==> config.mk <==
export PLATFORM = sky130hd
export DESIGN_NAME = window_compare_alert_capture
export DESIGN_NICKNAME = d
export VERILOG_FILES = /design/src/hw/window_compare_pkg.sv /design/src/hw/sample_skid_buffer.sv /design/src/hw/window_compare_alert_capture.sv
export VERILOG_INCLUDE_DIRS = /design/src /design/src/hw
export SDC_FILE = /design/constraint.sdc
export NUM_CORES = 1
export LEC_CHECK = 0
export BUFFER_PORTS_ARGS = -buffer_cell sky130_fd_sc_hd__buf_2
export CAP_MARGIN = 20
export CORE_ASPECT_RATIO = 0.7
export CORE_MARGIN = 2
export CORE_UTILIZATION = 40
export DETAILED_ROUTE_END_ITERATION = 10
export GPL_ROUTABILITY_DRIVEN = 0
export GPL_TIMING_DRIVEN = 0
export PLACE_DENSITY_LB_ADDON = 0.05
export SLEW_MARGIN = 15
export SYNTH_ARGS = -nofsm -noshare
export SYNTH_HDL_FRONTEND = slang
export SYNTH_HIERARCHICAL = 1
export SYNTH_SLANG_ARGS = --single-unit
==> constraint.sdc <==
create_clock -name sys_clk -period 17 [get_ports sys_clk]
set_input_delay 5.1 -clock sys_clk [delete_from_list [all_inputs] [get_ports sys_clk]]
set_output_delay 5.1 -clock sys_clk [all_outputs]
set_load 0.01 [all_outputs]
==> src/hw/window_compare_map.svh <==
/*
 * widths, codes, reset values and counts for the window
 * compare and alert capture block.
 * assumes: included by bare name, once per compilation unit.
 */
`ifndef WINDOW_COMPARE_MAP_SVH
`define WINDOW_COMPARE_MAP_SVH

`define WC_DATA_W 12
`define WC_NUM_CH 2
`define WC_BUF_DEPTH 16
`define WC_BUF_AW 4
`define WC_LIMIT_W 4
`define WC_CHID_W 4
`define WC_FULL_CODE 12'hfff
`define WC_ZERO_CODE 12'h000
`define WC_CHID_CH0 4'h0
`define WC_CHID_CH1 4'h1
`define WC_CLEAR_ALL 8'hff
`define WC_RUN_MAX 5'h1f

`endif

==> src/hw/window_compare_pkg.sv <==
/*
 * types shared by the window compare and alert capture block.
 * assumes: the constants header is available on the include path.
 */
`default_nettype none
`include "window_compare_map.svh"

package window_compare_pkg;
    typedef logic [`WC_DATA_W-1:0] sample_t;
    typedef logic [`WC_BUF_AW-1:0] buf_addr_t;
    typedef enum logic [1:0] {
        MODE_OFF,
        MODE_HISTORY,
        MODE_AFTERMATH
    } capture_mode_e;
    typedef enum {
        CAP_IDLE,
        CAP_ARMED,
        CAP_FILL,
        CAP_DONE
    } capture_state_e;
endpackage

`default_nettype wire
==> src/hw/sample_skid_buffer.sv <==
/*
 * two-entry valid/ready buffer in the conversion stream path.
 * assumes: one clock, synchronous active-high reset.
 */
`timescale 1ns/1ps
`default_nettype none

module sample_skid_buffer
    import window_compare_pkg::*;
(
    input wire logic sys_clk,
    input wire logic rst,
    input wire logic in_valid,
    output logic in_ready,
    input wire window_compare_pkg::sample_t in_data,
    input wire logic in_chan,
    output logic out_valid,
    input wire logic out_ready,
    output window_compare_pkg::sample_t out_data,
    output logic out_chan
);
    sample_t data_reg [2];
    logic chan_reg [2];
    logic [1:0] count_reg;
    logic rd_ptr_reg;
    logic wr_ptr_reg;
    logic push;
    logic pop;

    assign in_ready = (count_reg != 2'd2);
    assign out_valid = (count_reg != 2'd0);
    assign push = in_valid && in_ready;
    assign pop = out_valid && out_ready;
    assign out_data = data_reg[rd_ptr_reg];
    assign out_chan = chan_reg[rd_ptr_reg];

    always_ff @(posedge sys_clk) begin
        if (push) begin
            data_reg[wr_ptr_reg] <= in_data;
            chan_reg[wr_ptr_reg] <= in_chan;
        end
    end

    always_ff @(posedge sys_clk) begin
        if (rst) begin
            count_reg <= 2'd0;
            rd_ptr_reg <= 1'b0;
            wr_ptr_reg <= 1'b0;
        end else begin
            if (push) begin
                wr_ptr_reg <= ~wr_ptr_reg;
            end
            if (pop) begin
                rd_ptr_reg <= ~rd_ptr_reg;
            end
            count_reg <= count_reg + {1'b0, push} - {1'b0, pop};
        end
    end

    full_never_over_a: assert property (@(posedge sys_clk) disable iff (rst)
        count_reg <= 2'd2)
        else $error("buffer count exceeds two");
    full_holds_word_a: assert property (@(posedge sys_clk) disable iff (rst)
        (out_valid && !out_ready) |=> out_valid && $stable(out_data))
        else $error("stalled word lost or changed");
endmodule

`default_nettype wire

==> src/hw/window_compare_alert_capture.sv <==
/*
 * two-channel digital window comparator with consecutive-hit filter,
 * latched alert flags, first-channel record and 16-entry capture buffer.
 * assumes: conversions arrive as a valid/ready stream on sys_clk, one
 * result tagged with its channel; control bits are plain ports.
 */
// Functional notes
// low side fires when result at or below low
// high side fires when result at or above high
// high threshold all ones fires only on full scale
// low threshold zero fires only on zero
// either side counts as out-of-window crossing
// alert only after limit consecutive comparator hits
// sixteen-entry sample buffer readable by host
// history mode writes continuously until alert
// history stops at alerting sample, sixteen kept
// aftermath mode stores nothing before alert
// aftermath stores alerting sample plus fifteen, stops
// alert output driven after filtered window exit
// hit requirement is shared limit field plus one
// latched flags, write-one clears, all ones clears all
// read-only field records first alerting channel
// non-hitting conversion restarts that channel's run
`timescale 1ns/1ps
`default_nettype none
`include "window_compare_map.svh"

module window_compare_alert_capture
    import window_compare_pkg::*;
(
    input wire logic sys_clk,
    input wire logic rst,
    input wire logic conv_valid,
    output logic conv_ready,
    input wire window_compare_pkg::sample_t conv_data,
    input wire logic conv_chan,
    input wire logic monitor_enable,
    input wire window_compare_pkg::capture_mode_e capture_mode,
    input wire logic [`WC_LIMIT_W-1:0] consecutive_hit_limit,
    input wire window_compare_pkg::sample_t low_threshold_ch0,
    input wire window_compare_pkg::sample_t low_threshold_ch1,
    input wire window_compare_pkg::sample_t high_threshold_ch0,
    input wire window_compare_pkg::sample_t high_threshold_ch1,
    input wire logic flag_clear_we,
    input wire logic [7:0] under_flag_clear,
    input wire logic [7:0] over_flag_clear,
    input wire logic capture_restart,
    output logic alert,
    output logic under_flag_ch0,
    output logic under_flag_ch1,
    output logic over_flag_ch0,
    output logic over_flag_ch1,
    output logic [`WC_CHID_W-1:0] first_trigger_channel_id,
    output logic capture_done,
    input wire window_compare_pkg::buf_addr_t buf_rd_addr,
    output window_compare_pkg::sample_t buf_rd_data,
    output window_compare_pkg::buf_addr_t buf_oldest_ptr
);
    sample_t s_data;
    logic s_chan;
    logic s_valid;
    logic s_ready;
    sample_t low_sel;
    sample_t high_sel;
    logic low_hit;
    logic high_hit;
    logic hit;
    logic [4:0] need;
    logic [4:0] run_reg [`WC_NUM_CH];
    logic [4:0] run_next;
    logic trip;
    logic [`WC_NUM_CH-1:0] under_reg;
    logic [`WC_NUM_CH-1:0] over_reg;
    logic alert_reg;
    logic [`WC_CHID_W-1:0] chid_reg;
    sample_t mem [`WC_BUF_DEPTH];
    buf_addr_t wr_ptr_reg;
    logic [4:0] fill_reg;
    capture_state_e cap_reg;
    logic cap_we;

    // stream drains only while monitor_enable is high; buffer holds up to two words while it is low
    sample_skid_buffer u_skid (
        .sys_clk(sys_clk),
        .rst(rst),
        .in_valid(conv_valid),
        .in_ready(conv_ready),
        .in_data(conv_data),
        .in_chan(conv_chan),
        .out_valid(s_valid),
        .out_ready(s_ready),
        .out_data(s_data),
        .out_chan(s_chan)
    );

    assign s_ready = monitor_enable;
    wire take = s_valid && s_ready;

    assign low_sel = s_chan ? low_threshold_ch1 : low_threshold_ch0;
    assign high_sel = s_chan ? high_threshold_ch1 : high_threshold_ch0;
    // inclusive compares give the full-scale and zero special cases for free
    assign low_hit = (s_data <= low_sel);
    assign high_hit = (s_data >= high_sel);
    assign hit = low_hit || high_hit;
    assign need = {1'b0, consecutive_hit_limit} + 5'd1;

    always_comb begin
        run_next = 5'd0;
        if (hit) begin
            run_next = (run_reg[s_chan] == `WC_RUN_MAX) ? `WC_RUN_MAX
                                                         : run_reg[s_chan] + 5'd1;
        end
    end

    assign trip = take && hit && (run_next >= need);

    generate
        for (genvar ch = 0; ch < `WC_NUM_CH; ch++) begin : g_ch
            always_ff @(posedge sys_clk) begin
                if (rst) begin
                    run_reg[ch] <= 5'd0;
                end else if (take && s_chan == ch) begin
                    run_reg[ch] <= run_next;
                end
            end

            // set beats a same-cycle clear
            always_ff @(posedge sys_clk) begin
                if (rst) begin
                    under_reg[ch] <= 1'b0;
                    over_reg[ch] <= 1'b0;
                end else begin
                    if (trip && s_chan == ch && low_hit) begin
                        under_reg[ch] <= 1'b1;
                    end else if (flag_clear_we && under_flag_clear[ch]) begin
                        under_reg[ch] <= 1'b0;
                    end
                    if (trip && s_chan == ch && high_hit) begin
                        over_reg[ch] <= 1'b1;
                    end else if (flag_clear_we && over_flag_clear[ch]) begin
                        over_reg[ch] <= 1'b0;
                    end
                end
            end
        end
    endgenerate

    wire clear_all = flag_clear_we && (under_flag_clear == `WC_CLEAR_ALL)
                     && (over_flag_clear == `WC_CLEAR_ALL);

    // alert sets on a trip; only an all-ones clear of both fields or a restart drops it
    always_ff @(posedge sys_clk) begin
        if (rst) begin
            alert_reg <= 1'b0;
        end else if (trip) begin
            alert_reg <= 1'b1;
        end else if (clear_all || capture_restart) begin
            alert_reg <= 1'b0;
        end
    end

    // a trip in the restart cycle opens the new record instead of being lost
    always_ff @(posedge sys_clk) begin
        if (rst) begin
            chid_reg <= `WC_CHID_CH0;
        end else if (trip && (!alert_reg || capture_restart)) begin
            chid_reg <= s_chan ? `WC_CHID_CH1 : `WC_CHID_CH0;
        end else if (capture_restart) begin
            chid_reg <= `WC_CHID_CH0;
        end
    end

    assign alert = alert_reg;
    assign under_flag_ch0 = under_reg[0];
    assign under_flag_ch1 = under_reg[1];
    assign over_flag_ch0 = over_reg[0];
    assign over_flag_ch1 = over_reg[1];
    assign first_trigger_channel_id = chid_reg;

    // capture sequencing; restart rearms for the mode now selected
    always_ff @(posedge sys_clk) begin
        if (rst) begin
            cap_reg <= CAP_IDLE;
        end else if (capture_restart) begin
            cap_reg <= CAP_IDLE;
        end else begin
            unique case (cap_reg)
                CAP_IDLE: begin
                    if (capture_mode == MODE_HISTORY) begin
                        cap_reg <= CAP_FILL;
                    end else if (capture_mode == MODE_AFTERMATH) begin
                        cap_reg <= CAP_ARMED;
                    end
                end
                CAP_ARMED: begin
                    if (trip) begin
                        cap_reg <= (fill_reg == 5'd15) ? CAP_DONE : CAP_FILL;
                    end
                end
                CAP_FILL: begin
                    if (capture_mode == MODE_HISTORY && trip) begin
                        cap_reg <= CAP_DONE;
                    end else if (capture_mode == MODE_AFTERMATH && take
                                 && fill_reg == 5'd15) begin
                        cap_reg <= CAP_DONE;
                    end
                end
                CAP_DONE: begin
                end
            endcase
        end
    end

    assign cap_we = take && ((cap_reg == CAP_FILL)
                    || (cap_reg == CAP_ARMED && trip));

    always_ff @(posedge sys_clk) begin
        if (cap_we) begin
            mem[wr_ptr_reg] <= s_data;
        end
    end

    always_ff @(posedge sys_clk) begin
        if (rst || capture_restart) begin
            wr_ptr_reg <= '0;
            fill_reg <= 5'd0;
        end else if (cap_we) begin
            wr_ptr_reg <= wr_ptr_reg + 1'b1;
            if (fill_reg != 5'd16) begin
                fill_reg <= fill_reg + 5'd1;
            end
        end
    end

    always_ff @(posedge sys_clk) begin
        if (rst) begin
            buf_rd_data <= '0;
        end else begin
            buf_rd_data <= mem[buf_rd_addr];
        end
    end

    // after a wrapped history fill the oldest entry sits at the write pointer
    assign buf_oldest_ptr = wr_ptr_reg;
    assign capture_done = (cap_reg == CAP_DONE);

    low_side_a: assert property (@(posedge sys_clk) disable iff (rst)
        take && s_data <= low_sel |=> run_reg[$past(s_chan)] != 5'd0)
        else $error("low compare missed");
    high_side_a: assert property (@(posedge sys_clk) disable iff (rst)
        take && s_data >= high_sel |=> run_reg[$past(s_chan)] != 5'd0)
        else $error("high compare missed");
    // off the single special code, neither compare may count a hit
    full_scale_a: assert property (@(posedge sys_clk) disable iff (rst)
        take && high_sel == `WC_FULL_CODE && s_data != `WC_FULL_CODE && s_data > low_sel
        |=> run_reg[$past(s_chan)] == 5'd0)
        else $error("full scale high hit wrong");
    zero_low_a: assert property (@(posedge sys_clk) disable iff (rst)
        take && low_sel == `WC_ZERO_CODE && s_data != `WC_ZERO_CODE && s_data < high_sel
        |=> run_reg[$past(s_chan)] == 5'd0)
        else $error("zero low hit wrong");
    run_needed_a: assert property (@(posedge sys_clk) disable iff (rst)
        trip |-> run_reg[s_chan] >= {1'b0, consecutive_hit_limit})
        else $error("alert before run limit");
    run_restart_a: assert property (@(posedge sys_clk) disable iff (rst)
        take && !hit |=> run_reg[$past(s_chan)] == 5'd0)
        else $error("run count not restarted");
    alert_rise_a: assert property (@(posedge sys_clk) disable iff (rst)
        trip |=> alert && (under_reg != 2'b00 || over_reg != 2'b00))
        else $error("trip did not raise alert and flag");
    alert_hold_a: assert property (@(posedge sys_clk) disable iff (rst)
        alert && !clear_all && !capture_restart |=> alert)
        else $error("alert dropped without clear");
    under_clear_a: assert property (@(posedge sys_clk) disable iff (rst)
        flag_clear_we && under_flag_clear[0] && !(trip && !s_chan && low_hit)
        |=> !under_flag_ch0)
        else $error("low flag not cleared");
    over_clear_a: assert property (@(posedge sys_clk) disable iff (rst)
        flag_clear_we && over_flag_clear[1] && !(trip && s_chan && high_hit)
        |=> !over_flag_ch1)
        else $error("high flag not cleared");
    history_stop_a: assert property (@(posedge sys_clk)
        disable iff (rst || capture_restart)
        cap_reg == CAP_DONE |=> !cap_we && cap_reg == CAP_DONE)
        else $error("buffer written after capture done");
    wr_step_a: assert property (@(posedge sys_clk)
        disable iff (rst || capture_restart)
        cap_we |=> wr_ptr_reg == $past(wr_ptr_reg) + 4'h1)
        else $error("capture pointer skipped");
    after_quiet_a: assert property (@(posedge sys_clk) disable iff (rst)
        cap_reg == CAP_ARMED && !trip |-> !cap_we)
        else $error("aftermath stored before alert");
    chid_first_a: assert property (@(posedge sys_clk)
        disable iff (rst || capture_restart)
        alert && $past(alert) && !$past(capture_restart) |-> $stable(chid_reg))
        else $error("first channel id changed");

    history_cap_c: cover property (@(posedge sys_clk) disable iff (rst)
        capture_mode == MODE_HISTORY && cap_reg == CAP_DONE);
    after_cap_c: cover property (@(posedge sys_clk) disable iff (rst)
        capture_mode == MODE_AFTERMATH && cap_reg == CAP_DONE);
    ch1_first_c: cover property (@(posedge sys_clk) disable iff (rst)
        chid_reg == `WC_CHID_CH1);
    set_clear_c: cover property (@(posedge sys_clk) disable iff (rst)
        trip && flag_clear_we);
    stall_full_c: cover property (@(posedge sys_clk) disable iff (rst)
        !conv_ready);
endmodule

`default_nettype wire

; ---- Yosys cells after proc, flatten, opt, wreduce, memory -nomap -nowiden
; Memories as Yosys holds them, arrays and structs flattened. A register that Yosys moved wholly into a read port is not among the register bits.
; Index checks and enable logic that the tools add are counted.
[classes]
add_sub_neg = 6
n_lt_le_gt_ge = 3
eq_ne = 16
n_mux = 42
bitwise = 5
reduce_logical = 42
[ops]
columns = op, n
row1 = 2-to-1 mux 32 bit, 5
row2 = case mux 32 bit (3 select lines), 1
row3 = == test 32 x 2 -> 1 bit (second input constant), 2
row4 = == test 32 x 3 -> 1 bit (second input constant), 2
row5 = == test 32 x 1 -> 1 bit (second input constant), 1
row6 = logical NOT 32 bit, 1
row7 = 2-to-1 mux 1 bit, 28
row8 = logical AND 1 bit, 24
row9 = 2-to-1 mux 12 bit, 2
row10 = 2-to-1 mux 5 bit, 4
row11 = == test 8 bit (second input constant), 2
row12 = nonzero test 2 bit, 7
row13 = >= comparator 12 bit, 1
row14 = less-or-equal comparator 12 bit, 1
row15 = adder 5 x 1 -> 5 bit (second input constant), 2
row16 = 2-to-1 mux 4 bit, 2
row17 = inequality test 3 bit (second input constant), 2
row18 = adder 4 x 1 -> 5 bit (second input constant), 1
row19 = == test 5 x 4 -> 1 bit (second input constant), 1
row20 = == test 5 bit (second input constant), 1
row21 = >= comparator 5 bit, 1
row22 = logical OR 1 bit, 5
row23 = inequality test 5 bit (second input constant), 1
row24 = adder 4 x 1 -> 4 bit (second input constant), 1
row25 = 12 further kinds, 16
[totals]
reg_bits = 54
mem_bits_rw = 228
memories = 4
[mem_list]
columns = memory, depth, word_bits, rd, rd_ports_with_merged_regs, write_ports, line_no
row1 = mem, 16, 12, 1, 1, 1, window_compare_alert_capture.sv:76  ; sample_t mem [`WC_BUF_DEPTH];
row2 = u_skid.data_reg, 2, 12, 1, 1, 1, sample_skid_buffer.sv:22  ; sample_t data_reg [2];
row3 = run_reg, 2, 5, 1, 0, 2, window_compare_alert_capture.sv:69  ; logic [4:0] run_reg [`WC_NUM_CH];
row4 = u_skid.chan_reg, 2, 1, 1, 1, 1, sample_skid_buffer.sv:23  ; logic chan_reg [2];

; ---- Depth between registers and ports, before layout
[depth]
depth_word = 11
depth_mapped = 22
mapped_depth_nobuf = 17

; ---- By module
; The synthesis kept the hierarchy.
[by_module_without_submodules]
columns = mod, n_inst, cells_each, area_per_inst_um2, seq_area_each_um2
row1 = window_compare_alert_capture, 1, 598, 10198.5, 6646.4
row2 = sample_skid_buffer, 1, 64, 1172.4, 880.8

; ---- Worst setup path after synthesis
; Ideal clock, no wire load.
[synth_timing]
kind = input to register
from = input low_threshold_ch1[1]
to = memory mem[1][0] in the netlist's numbering, enable pin
t_arrival_ns = 8.742
required_time_ns = 16.604
path_slack_ns = 7.861
path_stages = 17
path_cell_list = mux2i_1 > ha_1 > nor2b_4 > o211ai_2 > a21oi_2 > o41ai_4 > o22ai_1 > ha_1 > nand2b_1 > a211oi_1 > o21ai_0 > a21o_1 > o31a_1 > buf_4 > buf_4 > nand2_1 > nor3_1
[synth_via]
elab_chain_cells = 11
word_cells_on_any_way = 12
classes_between = 2 x order compare / 4 x mux / 6 x reduce/logical
[synth_lines]
columns = item, line_no
row1 = "start, declared", window_compare_alert_capture.sv:41  ; input wire window_compare_pkg::sample_t low_threshold_ch1,
row2 = 2-to-1 mux 12 bit *, window_compare_alert_capture.sv:99  ; assign low_sel = s_chan ? low_threshold_ch1 : low_threshold_ch0;
row3 = less-or-equal comparator 12 bit *, window_compare_alert_capture.sv:102  ; assign low_hit = (s_data <= low_sel);
row4 = logical OR 1 bit *, window_compare_alert_capture.sv:104  ; assign hit = low_hit || high_hit;
row5 = 2-to-1 mux 5 bit, window_compare_alert_capture.sv:109  ; if (hit) begin
row6 = >= comparator 5 bit, window_compare_alert_capture.sv:115  ; assign trip = take && hit && (run_next >= need);
row7 = logical AND 1 bit *, window_compare_alert_capture.sv:115
row8 = logical AND 1 bit *, window_compare_alert_capture.sv:215  ; || (cap_reg == CAP_ARMED && trip));
row9 = logical OR 1 bit *, window_compare_alert_capture.sv:215
row10 = logical AND 1 bit *, window_compare_alert_capture.sv:214  ; assign cap_we = take && ((cap_reg == CAP_FILL)
row11 = 2-to-1 mux 1 bit *, window_compare_alert_capture.sv:218  ; if (cap_we) begin
row12 = 2-to-1 mux 1 bit (implied by the code) *, window_compare_alert_capture.sv:219  ; mem[wr_ptr_reg] <= s_data;
row13 = "end, declared", window_compare_alert_capture.sv:76
; Mark *: on every way between the ends. The rest lies on a longest branch, timed or not.

; ---- Worst setup path after layout
[layout_timing]
from = input low_threshold_ch1[1]
to = memory mem[4][1] in the netlist's numbering, enable pin
[layout_via]
elab_chain_cells = 11
word_cells_on_any_way = 12
classes_between = 2 x order compare / 4 x mux / 6 x reduce/logical
[layout_lines]
columns = item, line_no
row1 = 2-to-1 mux 12 bit, window_compare_alert_capture.sv:99
row2 = less-or-equal comparator 12 bit, window_compare_alert_capture.sv:102
row3 = logical OR 1 bit, window_compare_alert_capture.sv:104
row4 = 2-to-1 mux 5 bit, window_compare_alert_capture.sv:109
row5 = named net run_next[2], window_compare_alert_capture.sv:70  ; logic [4:0] run_next;
row6 = >= comparator 5 bit, window_compare_alert_capture.sv:115
row7 = logical AND 1 bit, window_compare_alert_capture.sv:115
row8 = logical AND 1 bit, window_compare_alert_capture.sv:215
row9 = logical OR 1 bit, window_compare_alert_capture.sv:215
row10 = logical AND 1 bit, window_compare_alert_capture.sv:214
row11 = 2-to-1 mux 1 bit, window_compare_alert_capture.sv:218
row12 = 2-to-1 mux 1 bit (implied by the code), window_compare_alert_capture.sv:219
; The timed path passes the listed nets, and every way through them passes these cells.

==> parameters.txt <==
Parameter                              Value

Synthesis
  Post-synthesis average cell area    17.2 sq um
  Cells after synthesis    662
  Top cells by instance count after synthesis    228 x sky130_fd_sc_hd__edfxtp_1, 60 x sky130_fd_sc_hd__mux4_2, 46 x sky130_fd_sc_hd__ha_1
  Area of the mapped netlist    11,400 sq um
  Cell types occupying the most area after synthesis    sky130_fd_sc_hd__edfxtp_1 60%, sky130_fd_sc_hd__mux4_2 12%, sky130_fd_sc_hd__dfxtp_1 6.0%, sky130_fd_sc_hd__ha_1 5.1%, sky130_fd_sc_hd__mux2i_1 2.4%
  Library cell with the largest summed area after synthesis    sky130_fd_sc_hd__edfxtp_1
  Portion of synthesized cell area occupied by the leading cell type    0.602
  Number of synthesis warnings    6
  Main flop type after synthesis    sky130_fd_sc_hd__edfxtp_1
  Sequential-to-total area share from yosys stat    0.662
  Unique masters post-synth    59
  Most used standard cell by instance count after synthesis    sky130_fd_sc_hd__edfxtp_1
  Async set-or-reset flop fraction in the synthesized netlist    0
  Number of enable flip-flop cells after synthesis    228
  Register bit total from synthesis    262

Clocking
  Longest Clk Path Bufs    3
  Number of H-tree levels    1
  Number of clock buffers inserted by TritonCTS    26
  Clock tree from TritonCTS    yes
  Post-CTS sizing    0
  Number of setup buffers added after CTS    0
  Root buffer cell    sky130_fd_sc_hd__clkbuf_16
  Clock input transition at the sequential cells of the worst setup and hold paths    0.06 ns
  CTS Hold Bufs    0
  Clock insertion delay at the later pin of the skew report    0.54 ns
  Sink count of the clock tree    262

Floorplan
  Die height    145 um
  IO Count    120
  Placeable core region    27,900 sq um
  Initial core utilization    0.408
  Die footprint    29,800 sq um
  X dimension of the die    206 um
  Placement Rows    51

Route
  Total via count after detailed routing    6,435
  First-pass detailed-route iteration total    4
  Routed Wire Length    27,800 um
  Detailed-route wire length per cell    23.0 um
  Remaining antenna violation count    0
  Via density    5.33
  DRT iter0 DRCs    471
  # DRC    0

Global routing
  First-pass GRT wire length    41,100 um
  Initial antenna violation count    1
  Total GRT Usage    0.189
  Total grt overflow    0
  Largest net degree at the start of global routing    19
  Via count of the first global-routing pass    6,763

Worst setup path
  Arrival @ worst endpoint    9.60 ns
  Highest cell delay on the worst timing path    0.77 ns
  Worst endpoint required time    17.15 ns
  Element type at the critical path end    register
  Count of buffering cells on the critical path with inverters included    3
  Largest delay contributor family on the critical path    compound AO/OA/AOI/OAI gates
  Slowest-stage cell, CP    sky130_fd_sc_hd__and3_1
  Maximum fanout count along the critical path    12
  Critical path start-end classification    in -> reg
  R2r endpoint    mem[4][1]
  Slack of the worst reg-to-reg path    9.92 ns
  Worst Setup Start Kind    primary input
  R2R cell count    20
  Cell breakdown of the critical path    buf_2 > mux2i_1 > ha_1 > nor2b_4 > o211ai_2 > a21oi_2 > o41ai_4 > nor2_4 > a21oi_1 > ha_1 > o2111ai_1 > o21ai_0 > a21o_1 > o31a_1 > buf_4 > buf_4 > and3_1

Min path
  Hold Crit Start    first_trigger_channel_id[0]
  Worst hold path type    reg -> reg
  Worst Hold Path Cells    1
  Destination of the worst hold path    first_trigger_channel_id[0]

Run
  Max-cap violations    0

Layout
  Layout cell share with drive strength beyond 1    0.308
  Antenna diodes    0
  Area growth from synthesis to final layout    18.0%
  Filler Cell Count    2,361
  Number of flip-flops in the largest register    192
  Final net count    956
  Area of combinational cells with multiple inputs    3670 sq um
  Final Util    0.481
  Final instance area    13,400 sq um
  Area of all sequential standard cells    7530 sq um

Timing
  Total count of hold-check failures in the final report    0
  Transition time at the pin with the least slew margin    1.04 ns
  Achievable frequency    106 MHz
  Number of failing setup endpoints in the final timing report    0
  Slew HR    0.306
  Post-route clock skew    0.0167 ns
  Final critical path time including I/O delays and setup    9.45 ns
  Period Utilization, post-route    0.556
  Number of max-slew violations in the final report    0
  Fin Setup TNS    0 ns
  RSZ-0062 raised after global routing    false

Placement
  Number of port buffers    114
  DPL Wire Length    19,100 um
  DP Area    12,500 sq um

Outcome
  Run status    complete, no violations

Power and ir drop
  Static Leakage    4.92 nW
  Maximum vdd drop    0.0000663 V
  Total power divided by cell area    125 nW/um^2
-- through the flow --
step / total power [mW] / instances / setup slack, ns / hold slack, ns
floorplan: 0.992 / 664 / 7.86 / 0.472
global placement: 1.09 / 1149 / 5.88 / 0.471
detailed placement: 1.11 / 1157 / 6.97 / 0.472
CTS: 1.70 / 1205 / 7.52 / 0.488
global route: 1.76 / 1208 / 7.22 / 0.518
finish: 1.68 / 1208 / 7.55 / 0.487
-- logic make-up (layout without fill, tap and decap cells) --
kind of cell / count (synthesis) / in the layout / share of synthesized area
multiplexers: 105 / 105 / 0.161
adder cells (fa/ha/maj): 46 / 46 / 0.0506
other: 1 / 3 / 0.000330
AO/OA/AOI/OAI: 61 / 61 / 0.0392
AND/OR/NAND/NOR: 130 / 130 / 0.0607
flip-flops: 262 / 262 / 0.662
buffers and inverters: 46 / 219 / 0.0179
XOR/XNOR: 11 / 11 / 0.00847
-- power breakdown --
part           switching [mW]  leakage (nW)  internal (mW)
Clock                   0.238         0.423          0.350
Sequential            0.00973          2.35          0.762
Combinational           0.206          2.15          0.117
-- routing by layer --
metal  part of all wire  vias up  GRT usage
met1               0.48     3284      0.282
met4              0.014        0     0.0317
met5                  0        -          0
li1                   -     2937          -
met3              0.066       34     0.0425
met2               0.44      180      0.288
-- worst max-delay path by stage --
stage,to,depth (start not counted),startpoint
after floorplan,mem[1][0],17,low_threshold_ch1[1]
after global placement,mem[0][3],18,low_threshold_ch1[1]
after detailed placement,mem[7][1],17,low_threshold_ch1[1]
after CTS,mem[7][3],17,low_threshold_ch1[1]
after global routing,mem[4][7],17,low_threshold_ch1[1]
final,mem[4][1],17,low_threshold_ch1[1]
-- cell usage in the layout, fill, tap and decap left out, types with 5 or more instances in the layout --
master,instances
sky130_fd_sc_hd__buf_2,118
sky130_fd_sc_hd__clkinv_1,6
sky130_fd_sc_hd__ha_1,46
sky130_fd_sc_hd__inv_1,18
sky130_fd_sc_hd__buf_1,8
sky130_fd_sc_hd__nand4_1,9
sky130_fd_sc_hd__o21ai_0,10
sky130_fd_sc_hd__a211oi_1,5
sky130_fd_sc_hd__mux2_1,11
sky130_fd_sc_hd__mux2_2,6
sky130_fd_sc_hd__and3_1,17
sky130_fd_sc_hd__clkbuf_16,27
sky130_fd_sc_hd__nor2b_1,21
sky130_fd_sc_hd__edfxtp_1,228
sky130_fd_sc_hd__clkbuf_1,13
sky130_fd_sc_hd__mux4_2,60
sky130_fd_sc_hd__nor2_1,31
sky130_fd_sc_hd__xnor2_1,7
sky130_fd_sc_hd__dfxtp_1,34
sky130_fd_sc_hd__a21oi_1,16
sky130_fd_sc_hd__nand2_1,21
sky130_fd_sc_hd__mux2i_1,27
sky130_fd_sc_hd__buf_6,6
sky130_fd_sc_hd__buf_4,12
-- cell type report --
type,count,area share
sequential,262,0.561
timing repair buffer,125,0.0504
tap,371,0.0346
inverter,18,0.00504
multi-input combinational,356,0.273
buffer,28,0.0102
clock inverter,17,0.0139
clock buffer,31,0.0515
(Power assumes the default switching activity.)
